==> src/shared/evtl_regs.vh <==
// constants for the exception vector table lookup block
`ifndef EVTL_REGS_VH
`define EVTL_REGS_VH
`define EVTL_BASE_RESET      32'h00000000
`define EVTL_BASE_MIN        32'h00000100
`define EVTL_BASE_MAX        32'h3FFFFF00
`define EVTL_BASE_ALIGN_MASK 32'hFFFFFF00
`define EVTL_EXC_SP          6'h00
`define EVTL_EXC_RESET       6'h01
`define EVTL_EXC_NMI         6'h02
`define EVTL_EXC_HARD        6'h03
`define EVTL_EXC_MEM         6'h04
`define EVTL_EXC_BUS         6'h05
`define EVTL_EXC_USAGE       6'h06
`define EVTL_EXC_SVC         6'h0B
`define EVTL_EXC_DEBUG       6'h0C
`define EVTL_EXC_PENDABLE_SERVICE_REQUEST      6'h0E
`define EVTL_EXC_SYSTICK     6'h0F
`define EVTL_IRQ_BASE        6'h10
`define EVTL_IRQ_LAST        5'h1D
`define EVTL_IRQ_RSVD_A      5'h09
`define EVTL_IRQ_RSVD_B      5'h0D
`define EVTL_PRIO_RESET      3'h0
`define EVTL_NUM_IRQ         30
`define EVTL_NUM_SYSPRI      16
`define EVTL_CLASS_NONE      2'h0
`define EVTL_CLASS_FAULT     2'h1
`define EVTL_CLASS_SYSTEM    2'h2
`define EVTL_CLASS_ISR       2'h3
`endif

==> src/verilog/evtl_prio_store.v <==
// priority storage: one 3-bit entry per exception number 0..47, registered read
`timescale 1ns/1ps
`include "evtl_regs.vh"
module evtl_prio_store (
	input  wire       clock,
	input  wire       sys_rst,
	input  wire       wr_en,
	input  wire [5:0] wr_num,
	input  wire [2:0] wr_prio,
	input  wire [5:0] rd_num,
	output reg  [2:0] rd_prio
);
	localparam DEPTH = 48;
	reg [2:0] mem [0:DEPTH-1];
	genvar g;
	generate
		for (g = 0; g < DEPTH; g = g + 1) begin : g_ent
			localparam [5:0] ENT_NUM = g;
			always @(posedge clock) begin
				if (sys_rst)
					mem[g] <= `EVTL_PRIO_RESET;
				else if (wr_en && wr_num == ENT_NUM)
					mem[g] <= wr_prio;
			end
		end
	endgenerate
	always @(posedge clock) begin
		if (sys_rst)
			rd_prio <= `EVTL_PRIO_RESET;
		else if (rd_num < DEPTH)
			rd_prio <= mem[rd_num];
		else
			rd_prio <= `EVTL_PRIO_RESET;
	end
endmodule

==> src/verilog/evtl_vector_lookup.v <==
// exception vector address generation, table relocation and priority lookup
//
// Contract
// - table word zero is initial stack pointer
// - vector address is base plus four times number
// - programmable priorities reset to zero
// - interrupt n is exception n+16; 9,13 reserved
// - table base is zero after reset
// - privileged relocation within range, used afterwards
// - classify fault, system and interrupt exceptions
// - after reset fetch stack pointer, then reset vector
`timescale 1ns/1ps
`include "evtl_regs.vh"
module evtl_vector_lookup (
	input  wire        clock,
	input  wire        sys_rst,
	input  wire        vector_base_relocation_wr,
	input  wire        vector_base_relocation_priv,
	input  wire [31:0] vector_base_relocation_wdata,
	output reg  [31:0] vector_base_relocation,
	output reg         reloc_rejected,
	input  wire        prio_wr,
	input  wire [5:0]  prio_wr_num,
	input  wire [2:0]  prio_wr_value,
	input  wire        lookup_req,
	input  wire [5:0]  lookup_exc_num,
	output wire        lookup_ack,
	output reg  [31:0] vector_addr,
	output reg         vector_valid,
	output reg         vector_is_sp,
	output reg  [1:0]  exc_class,
	output reg  [4:0]  peripheral_interrupt_line,
	output reg         is_peripheral,
	output reg         prio_fixed,
	output wire [2:0]  exc_prio,
	output reg         boot_req,
	output reg  [31:0] boot_addr,
	output reg         boot_sp_phase,
	output reg         boot_done,
	input  wire        boot_ack
);
	localparam BOOT_SP   = 2'h0;
	localparam BOOT_PC   = 2'h1;
	localparam BOOT_DONE = 2'h2;

	reg  [1:0]  boot_state;
	reg  [1:0]  next_boot_state;
	reg  [31:0] masked_base;
	reg         num_valid;
	reg  [1:0]  num_class;
	reg         num_fixed;
	wire [4:0]  irq_idx;
	wire [5:0]  irq_off;
	wire        prio_we;

	// relocation is dropped unless privileged and in range; alignment forced
	always @* begin
		masked_base = vector_base_relocation_wdata & `EVTL_BASE_ALIGN_MASK;
	end

	always @(posedge clock) begin
		if (sys_rst) begin
			vector_base_relocation <= `EVTL_BASE_RESET;
			reloc_rejected         <= 1'b0;
		end else if (vector_base_relocation_wr) begin
			if (vector_base_relocation_priv && masked_base >= `EVTL_BASE_MIN &&
			    masked_base <= `EVTL_BASE_MAX) begin
				vector_base_relocation <= masked_base;
				reloc_rejected         <= 1'b0;
			end else begin
				reloc_rejected <= 1'b1;
			end
		end
	end

	// full-width offset so numbers 48..63 do not wrap onto low interrupts
	assign irq_off = lookup_exc_num - `EVTL_IRQ_BASE;
	assign irq_idx = irq_off[4:0];

	// decode which numbers carry a vector and what handler class they use
	always @* begin
		num_valid = 1'b0;
		num_class = `EVTL_CLASS_NONE;
		num_fixed = 1'b0;
		case (lookup_exc_num)
			`EVTL_EXC_SP: begin
				num_valid = 1'b1;
			end
			`EVTL_EXC_RESET: begin
				num_valid = 1'b1;
				num_fixed = 1'b1;
			end
			`EVTL_EXC_NMI: begin
				num_valid = 1'b1;
				num_class = `EVTL_CLASS_SYSTEM;
				num_fixed = 1'b1;
			end
			`EVTL_EXC_HARD: begin
				num_valid = 1'b1;
				num_class = `EVTL_CLASS_FAULT;
				num_fixed = 1'b1;
			end
			`EVTL_EXC_MEM, `EVTL_EXC_BUS, `EVTL_EXC_USAGE: begin
				num_valid = 1'b1;
				num_class = `EVTL_CLASS_FAULT;
			end
			`EVTL_EXC_SVC, `EVTL_EXC_PENDABLE_SERVICE_REQUEST, `EVTL_EXC_SYSTICK: begin
				num_valid = 1'b1;
				num_class = `EVTL_CLASS_SYSTEM;
			end
			`EVTL_EXC_DEBUG: begin
				num_valid = 1'b1;
			end
			default: begin
				// peripheral range; the two holes have no vector
				if (lookup_exc_num >= `EVTL_IRQ_BASE && irq_off <= {1'b0, `EVTL_IRQ_LAST} &&
				    irq_idx != `EVTL_IRQ_RSVD_A && irq_idx != `EVTL_IRQ_RSVD_B) begin
					num_valid = 1'b1;
					num_class = `EVTL_CLASS_ISR;
				end
			end
		endcase
	end

	assign lookup_ack = lookup_req;

	always @(posedge clock) begin
		if (sys_rst) begin
			vector_addr               <= `EVTL_BASE_RESET;
			vector_valid              <= 1'b0;
			vector_is_sp              <= 1'b0;
			exc_class                 <= `EVTL_CLASS_NONE;
			peripheral_interrupt_line <= 5'h00;
			is_peripheral             <= 1'b0;
			prio_fixed                <= 1'b0;
		end else if (lookup_req) begin
			vector_addr               <= vector_base_relocation + {24'h000000, lookup_exc_num, 2'h0};
			vector_valid              <= num_valid;
			vector_is_sp              <= (lookup_exc_num == `EVTL_EXC_SP);
			exc_class                 <= num_class;
			is_peripheral             <= (num_class == `EVTL_CLASS_ISR);
			peripheral_interrupt_line <= (num_class == `EVTL_CLASS_ISR) ? irq_idx : 5'h00;
			prio_fixed                <= num_fixed;
		end
	end

	// numbers 0..3 and 46..47 keep their store entry at zero; 4..45 are writable, reserved numbers included
	assign prio_we = prio_wr && prio_wr_num > `EVTL_EXC_HARD &&
	                 (prio_wr_num < `EVTL_IRQ_BASE || prio_wr_num <= 6'h2D);

	evtl_prio_store u_prio (
		.clock   (clock),
		.sys_rst (sys_rst),
		.wr_en   (prio_we),
		.wr_num  (prio_wr_num),
		.wr_prio (prio_wr_value),
		.rd_num  (lookup_exc_num),
		.rd_prio (exc_prio)
	);

	// boot sequence: stack pointer word, then reset handler word
	always @* begin
		next_boot_state = boot_state;
		case (boot_state)
			BOOT_SP:   if (boot_ack) next_boot_state = BOOT_PC;
			BOOT_PC:   if (boot_ack) next_boot_state = BOOT_DONE;
			BOOT_DONE: next_boot_state = BOOT_DONE;
			default:   next_boot_state = BOOT_SP;
		endcase
	end

	always @(posedge clock) begin
		if (sys_rst) begin
			boot_state    <= BOOT_SP;
			boot_req      <= 1'b0;
			boot_addr     <= `EVTL_BASE_RESET;
			boot_sp_phase <= 1'b0;
			boot_done     <= 1'b0;
		end else begin
			boot_state    <= next_boot_state;
			boot_req      <= (next_boot_state != BOOT_DONE);
			boot_sp_phase <= (next_boot_state == BOOT_SP);
			boot_done     <= (next_boot_state == BOOT_DONE);
			// boot always uses the reset-time base of zero
			boot_addr     <= (next_boot_state == BOOT_PC) ? {24'h000000, `EVTL_EXC_RESET, 2'h0} :
			                 `EVTL_BASE_RESET;
		end
	end
endmodule

==> config.mk <==
export PLATFORM = sky130hd
export DESIGN_NAME = evtl_vector_lookup
export DESIGN_NICKNAME = d
export VERILOG_FILES = /design/src/verilog/evtl_prio_store.v /design/src/verilog/evtl_vector_lookup.v
export VERILOG_INCLUDE_DIRS = /design/src /design/src/shared
export SDC_FILE = /design/constraint.sdc
export NUM_CORES = 1
export LEC_CHECK = 0
export BUFFER_PORTS_ARGS = -buffer_cell sky130_fd_sc_hd__buf_2
export CAP_MARGIN = 10
export CORE_MARGIN = 1.5
export CORE_UTILIZATION = 57
export DETAILED_ROUTE_END_ITERATION = 16
export GPL_ROUTABILITY_DRIVEN = 0
export GPL_TIMING_DRIVEN = 0
export PLACE_DENSITY = 0.87
export SETUP_SLACK_MARGIN = 0.05
export SLEW_MARGIN = 25
export SYNTH_ARGS = -nofsm -noshare
export SYNTH_HDL_FRONTEND = slang
export SYNTH_HIERARCHICAL = 1
export SYNTH_SLANG_ARGS = --single-unit
==> constraint.sdc <==
create_clock -name clock -period 2.7 [get_ports clock]
set_clock_uncertainty 0.05 [all_clocks]
set_input_delay 0.54 -clock clock [delete_from_list [all_inputs] [get_ports clock]]
set_output_delay 0.54 -clock clock [all_outputs]
set_load 0.005 [all_outputs]
**Yosys cells after proc, flatten, opt, wreduce, memory -nomap -nowiden**

Memory sizes are Yosys's and may differ from the RTL's. A register that Yosys moved wholly into a read port is not among the register bits.
Index checks and enable logic that the tools add are counted.

- Register bits: 105
- Latch bits: 0
- Memory bits (writable): 144
- Memory bits (read-only): 0
- Input port bits: 54
- Output and inout bits: 115
- Word-level logic and storage cells: 411
- Memories kept: 1

- Add/subtract/negate cells: 2
- Multipliers: 0
- Divide/modulo/power cells: 0
- $lt $le $gt $ge: 8
- Equal/unequal tests: 65
- Shifts and indexed selects: 0
- Mux-type cells: 205
- Bitwise gates (word level): 49
- Reductions and logical operators: 67

Memories:

| memory | words | bits a word | rd ports | clocked after memory_dff | write ports | RTL line | source |
|---|---|---|---|---|---|---|---|
| u_prio.mem | 48 | 3 | 1 | 1 | 48 | evtl_prio_store.v:14 | `reg [2:0] mem [0:DEPTH-1];` |

Operators by type and width:

| operator | count |
|---|---|
| 1-bit two-way mux | 150 |
| 3-bit two-way mux | 49 |
| 6-bit by 5-bit == test with 1-bit output (second input constant) | 16 |
| 6-bit == test (second input constant) | 16 |
| 6-bit by 4-bit == test with 1-bit output (second input constant) | 12 |
| 1-bit logical AND | 55 |
| 1-bit bitwise OR | 48 |
| 6-bit by 3-bit == test with 1-bit output (second input constant) | 7 |
| 32-bit by 8-bit adder with 32-bit output | 1 |
| 32-bit by 9-bit greater-or-equal comparator with 1-bit output (second input constant) | 1 |
| 32-bit by 30-bit less-or-equal comparator with 1-bit output (second input constant) | 1 |
| 6-bit by 2-bit == test with 1-bit output (second input constant) | 4 |
| 6-bit by 1-bit == test with 1-bit output (second input constant) | 2 |
| 6-bit logical NOT | 2 |
| 2-bit one-hot mux with 3 select lines | 2 |
| 11-bit OR reduction | 1 |
| 5-bit by 4-bit inequality test with 1-bit output (second input constant) | 2 |
| 4-bit OR reduction | 2 |
| 2-bit == test (second input constant) | 3 |
| 6-bit by 5-bit greater-or-equal comparator with 1-bit output (second input constant) | 1 |
| 6-bit by 2-bit greater-than comparator with 1-bit output (second input constant) | 1 |
| 6-bit by 5-bit less-or-equal comparator with 1-bit output (second input constant) | 1 |
| 6-bit less-or-equal comparator (second input constant) | 1 |
| 6-bit by 5-bit less-than comparator with 1-bit output (second input constant) | 1 |
| other kinds (12) | 17 |

**Logic depth before layout (Yosys ltp)**

- Word-level depth: 9
- Mapped depth: 8
- Mapped depth without buffers: 6

**Modules after synthesis**

Netlist, hierarchy kept.

By module, submodules not included:

| module | times used | cells an instance | area each (sq um) |
|---|---|---|---|
| evtl_prio_store | 1 | 575 | 7146.9 |
| evtl_vector_lookup | 1 | 370 | 3333.2 |

**Least setup slack after synthesis**

No wires, ideal clock.

- Path kind: input-to-reg
- Start: in prio_wr_num[4]
- End: mem u_prio.mem[32][0] (data pin)
- Setup time: 0.257 ns
- Data arrival time: 1.935 ns
- Required time: 2.393 ns
- Slack: 0.458 ns
- Stages on the path: 8
- Buffers on the path: 3
- Path through: o41ai_1 a21oi_1 and3b_1 clkbuf_1 nand2b_1 clkbuf_1 buf_2 nor2_1

RTL lines:

| item | RTL line | source |
|---|---|---|
| start: declaration | evtl_vector_lookup.v:23 | `input wire [5:0] prio_wr_num,` |
| end: declaration | evtl_prio_store.v:14 |  |

==> impl_metrics.toml <==
[floorplanning]
dieArea_um2 = 19210
fp.coreArea_um2 = 18020
start_util_pct = 58.14
die_h_um = 138.6
boundaryPins = 169
fp-row-count = 49
die_x_um = 138.6

[clock_network]
clockBufferDepth = 3
cts_tree = "done"
cts_root_buf = "clkbuf_16"
cts_buffers = 23
clkSinkCount = 219
cts.clk_slew.worst_paths_ns = 0.06
cts_setup_buffers = 0
cts_hold_buf = 0
cts-resized-gates = 0
clk_latency_ns = 0.51
h-tree-depth = 1

[synthesis]
ys.flop_type = "edfxtp_1"
synth_cells = 945
synth_top_cells_by_area = "edfxtp_1 (41%), dfxtp_1 (14%), nor2_1 (7.7%), mux2i_1 (5.7%), a21o_1 (3.5%)"
synth-edff-count = 144
yosysWarnings = 6
ys_ff_latch = 219
yosysTopAreaCell = "edfxtp_1"
synth-seq-area-share_pct = 55.59
synth_top_area_share_pct = 41.26
syn-cell-area_um2 = 10480
synth.avg_cell_area_um2 = 11.09
ys_types = 63
async_flop_share_pct = 0

[placed_design]
place_hpwl_mm = 20.61
port_buffers = 111
detailedPlace.worstSlack_ns = -0.2315
dpl_cell_area_um2 = 11470

[timing]
fin_crit_sh_pct = 93.61
finalHoldViolCount = 0
setup_viol = 0
layout_setup_ws_ns = 0.1725
rsz0062_at_grt = "false"
finalSetupTns_ns = 0
drv_slew = 0
worst_pin_slew_ns = 0.9395
max_slew_margin_pct = 36.88
period_needed_ns = 2.527
timing.fmax_mhz = 395.6

[setup_path]
r2r_slack_ns = 0.98
critPathMaxFanout = 10
r2r_end = "u_prio/rd_prio[0]"
critPathKind = "input port to flop"
reg2reg_depth = 5
cp-start-kind = "input port"
crit_chain = "buf_2 -> o41ai_1 -> a21oi_1 -> and3b_1 -> clkbuf_1 -> nand2b_1 -> clkbuf_1 -> buf_2 -> nor2_1"
worst_path_max_delay_cell = "clkbuf_1"
r2r-start = "u_prio/mem[30][0]"
required_ns = 2.88
cp_slowest_stage_delay_ns = 0.40
cp.arrival_ns = 2.71
endpoint_kind = "flop"

[detailed_routing]
wl_met1_mm = 10.23
totalWireLength_mm = 29.60
vias_per_cell = 6.193
first_iter_violations = 1319
num_vias = 8460
drc = 0
wl_met2_mm = 13.70
ant_nets = 0
firstDrtPassIters = 7
wl_met3_mm = 4.215
wire_per_inst_um = 21.67
routed.top_layer = "met5"

[hold_path]
hold_path_end = "vector_base_relocation[28]"
hold_depth = 2
worstHoldPathType = "input port to flop"
min-delay-start = "vector_base_relocation_wdata[28]"

[layout]
layout_common_cells = "nor2_1 (214), edfxtp_1 (144), buf_2 (131)"
final_common_cell = "nor2_1"
nFillCells = 1246
area_growth_pct = 16.80
final_area_um2 = 12240
final_util_pct = 67.91
antenna_cells = 0
drive_gt1_share_pct = 22.87
nets = 1177

[power]
finalPower_w = 0.007700
p_leak_nw = 4.974
ir_worst_vdd_v = 0.0005670
powerDensity_nw_per_um2 = 629.1

[grt]
grt_max_degree = 15
grt_pass1_vias = 8022
antenna_found_initial = 0
grt_overflow_total = 0
track_usage_pct = 30.09
grt_pass1_wl_mm = 44.78

[run_status]
status = "finished clean"

[job]
drv_cap = 0
where the power goes:
part	total (W)	internal [W]	switching (W)
registers	0.00378	0.00372	0.0000670
logic	0.000768	0.000304	0.000464
clock network	0.00315	0.00189	0.00126
total	0.00770	0.00591	0.00179
registers in the layout, summed over array words and instances, names as in the netlist, 2 cells and up:
signal and count:
vector_base_relocation 24, peripheral_interrupt_line 5, u_prio/mem 144, u_prio/rd_prio 3, exc_class 2, vector_addr 30
boot_state 2
through the flow:
step           hold WS (ns)  std cells
6_report             0.2640       1366
4_1_cts              0.2525       1366
3_3_place_gp         0.3885       1325
5_1_grt              0.2605       1366
3_5_place_dp         0.4041       1325
2_1_floorplan        0.3983        985
area by class of cell:
cell class,instances,area [um2],share of cell area (%)
multi-input combinational,646,4074,33.28
sequential,219,5826,47.59
timing repair buffer,111,555.5,4.538
clock inverter,5,25.02,0.2044
tap,229,286.5,2.341
inverter,6,22.52,0.1840
buffer,114,708.2,5.786
clock buffer,36,743.2,6.072
logic make-up after synthesis:
logic type               count (synthesis)  share of synthesized area, %
multiplexers                            85                         11.17
XOR/XNOR                                 3                        0.2508
adder cells (fa/ha/maj)                  2                        0.2387
AO/OA/AOI/OAI                          123                         9.074
buffers and inverters                  120                         6.972
flip-flops                             219                         55.59
other                                    1                       0.03578
AND/OR/NAND/NOR                        392                         16.67
per-layer routing:
| metal | global-route usage (%) | vias up |
|---|---|---|
| li1 | - | 3659 |
| met1 | 38.22 | 3921 |
| met2 | 48.18 | 724 |
| met3 | 8.253 | 154 |
| met4 | 14.18 | 2 |
| met5 | 0 | - |
cells in the mapped netlist, types with 2 or more instances:
master,instances
a22oi_1,8
a211oi_1,7
nor4_1,3
nor2_1,214
nor2b_1,5
nor3_1,39
xnor2_1,2
nor4_2,5
inv_1,4
nand3_1,9
o21ai_0,3
nor3b_1,2
edfxtp_1,144
mux2i_1,60
dfxtp_1,75
a21o_1,49
buf_2,20
a21oi_1,22
or4_1,2
buf_12,3
clkbuf_1,32
a22o_1,2
nand2_1,83
mux2_2,2
nand2b_1,11
buf_6,5
a211oi_2,3
and2_1,4
a311o_1,18
buf_1,9
buf_4,45
mux4_1,8
ha_1,2
mux4_2,15
and3b_1,2
critical path: cells and delay by family:
family | cells | cell delay [ns]
AND/OR/NAND/NOR | 3 | 0.52
AO/OA/AOI/OAI | 2 | 0.46
buffers and inverters | 4 | 1.17
worst max-delay path by stage:
stage,from,endpoint,slack (ns),cells past startpoint
4_1_cts,prio_wr_num[3],u_prio/mem[39][2],0.28,7
6_report,prio_wr_num[4],u_prio/mem[32][2],0.17,9
2_1_floorplan,prio_wr_num[4],u_prio/mem[32][0],0.46,8
5_1_grt,prio_wr_num[4],u_prio/mem[26][2],0.1,9
3_5_place_dp,prio_wr_num[4],u_prio/mem[32][2],-0.23,9
3_3_place_gp,prio_wr_num[1],u_prio/mem[40][1],-0.18,7
(Power assumes the default switching activity.)
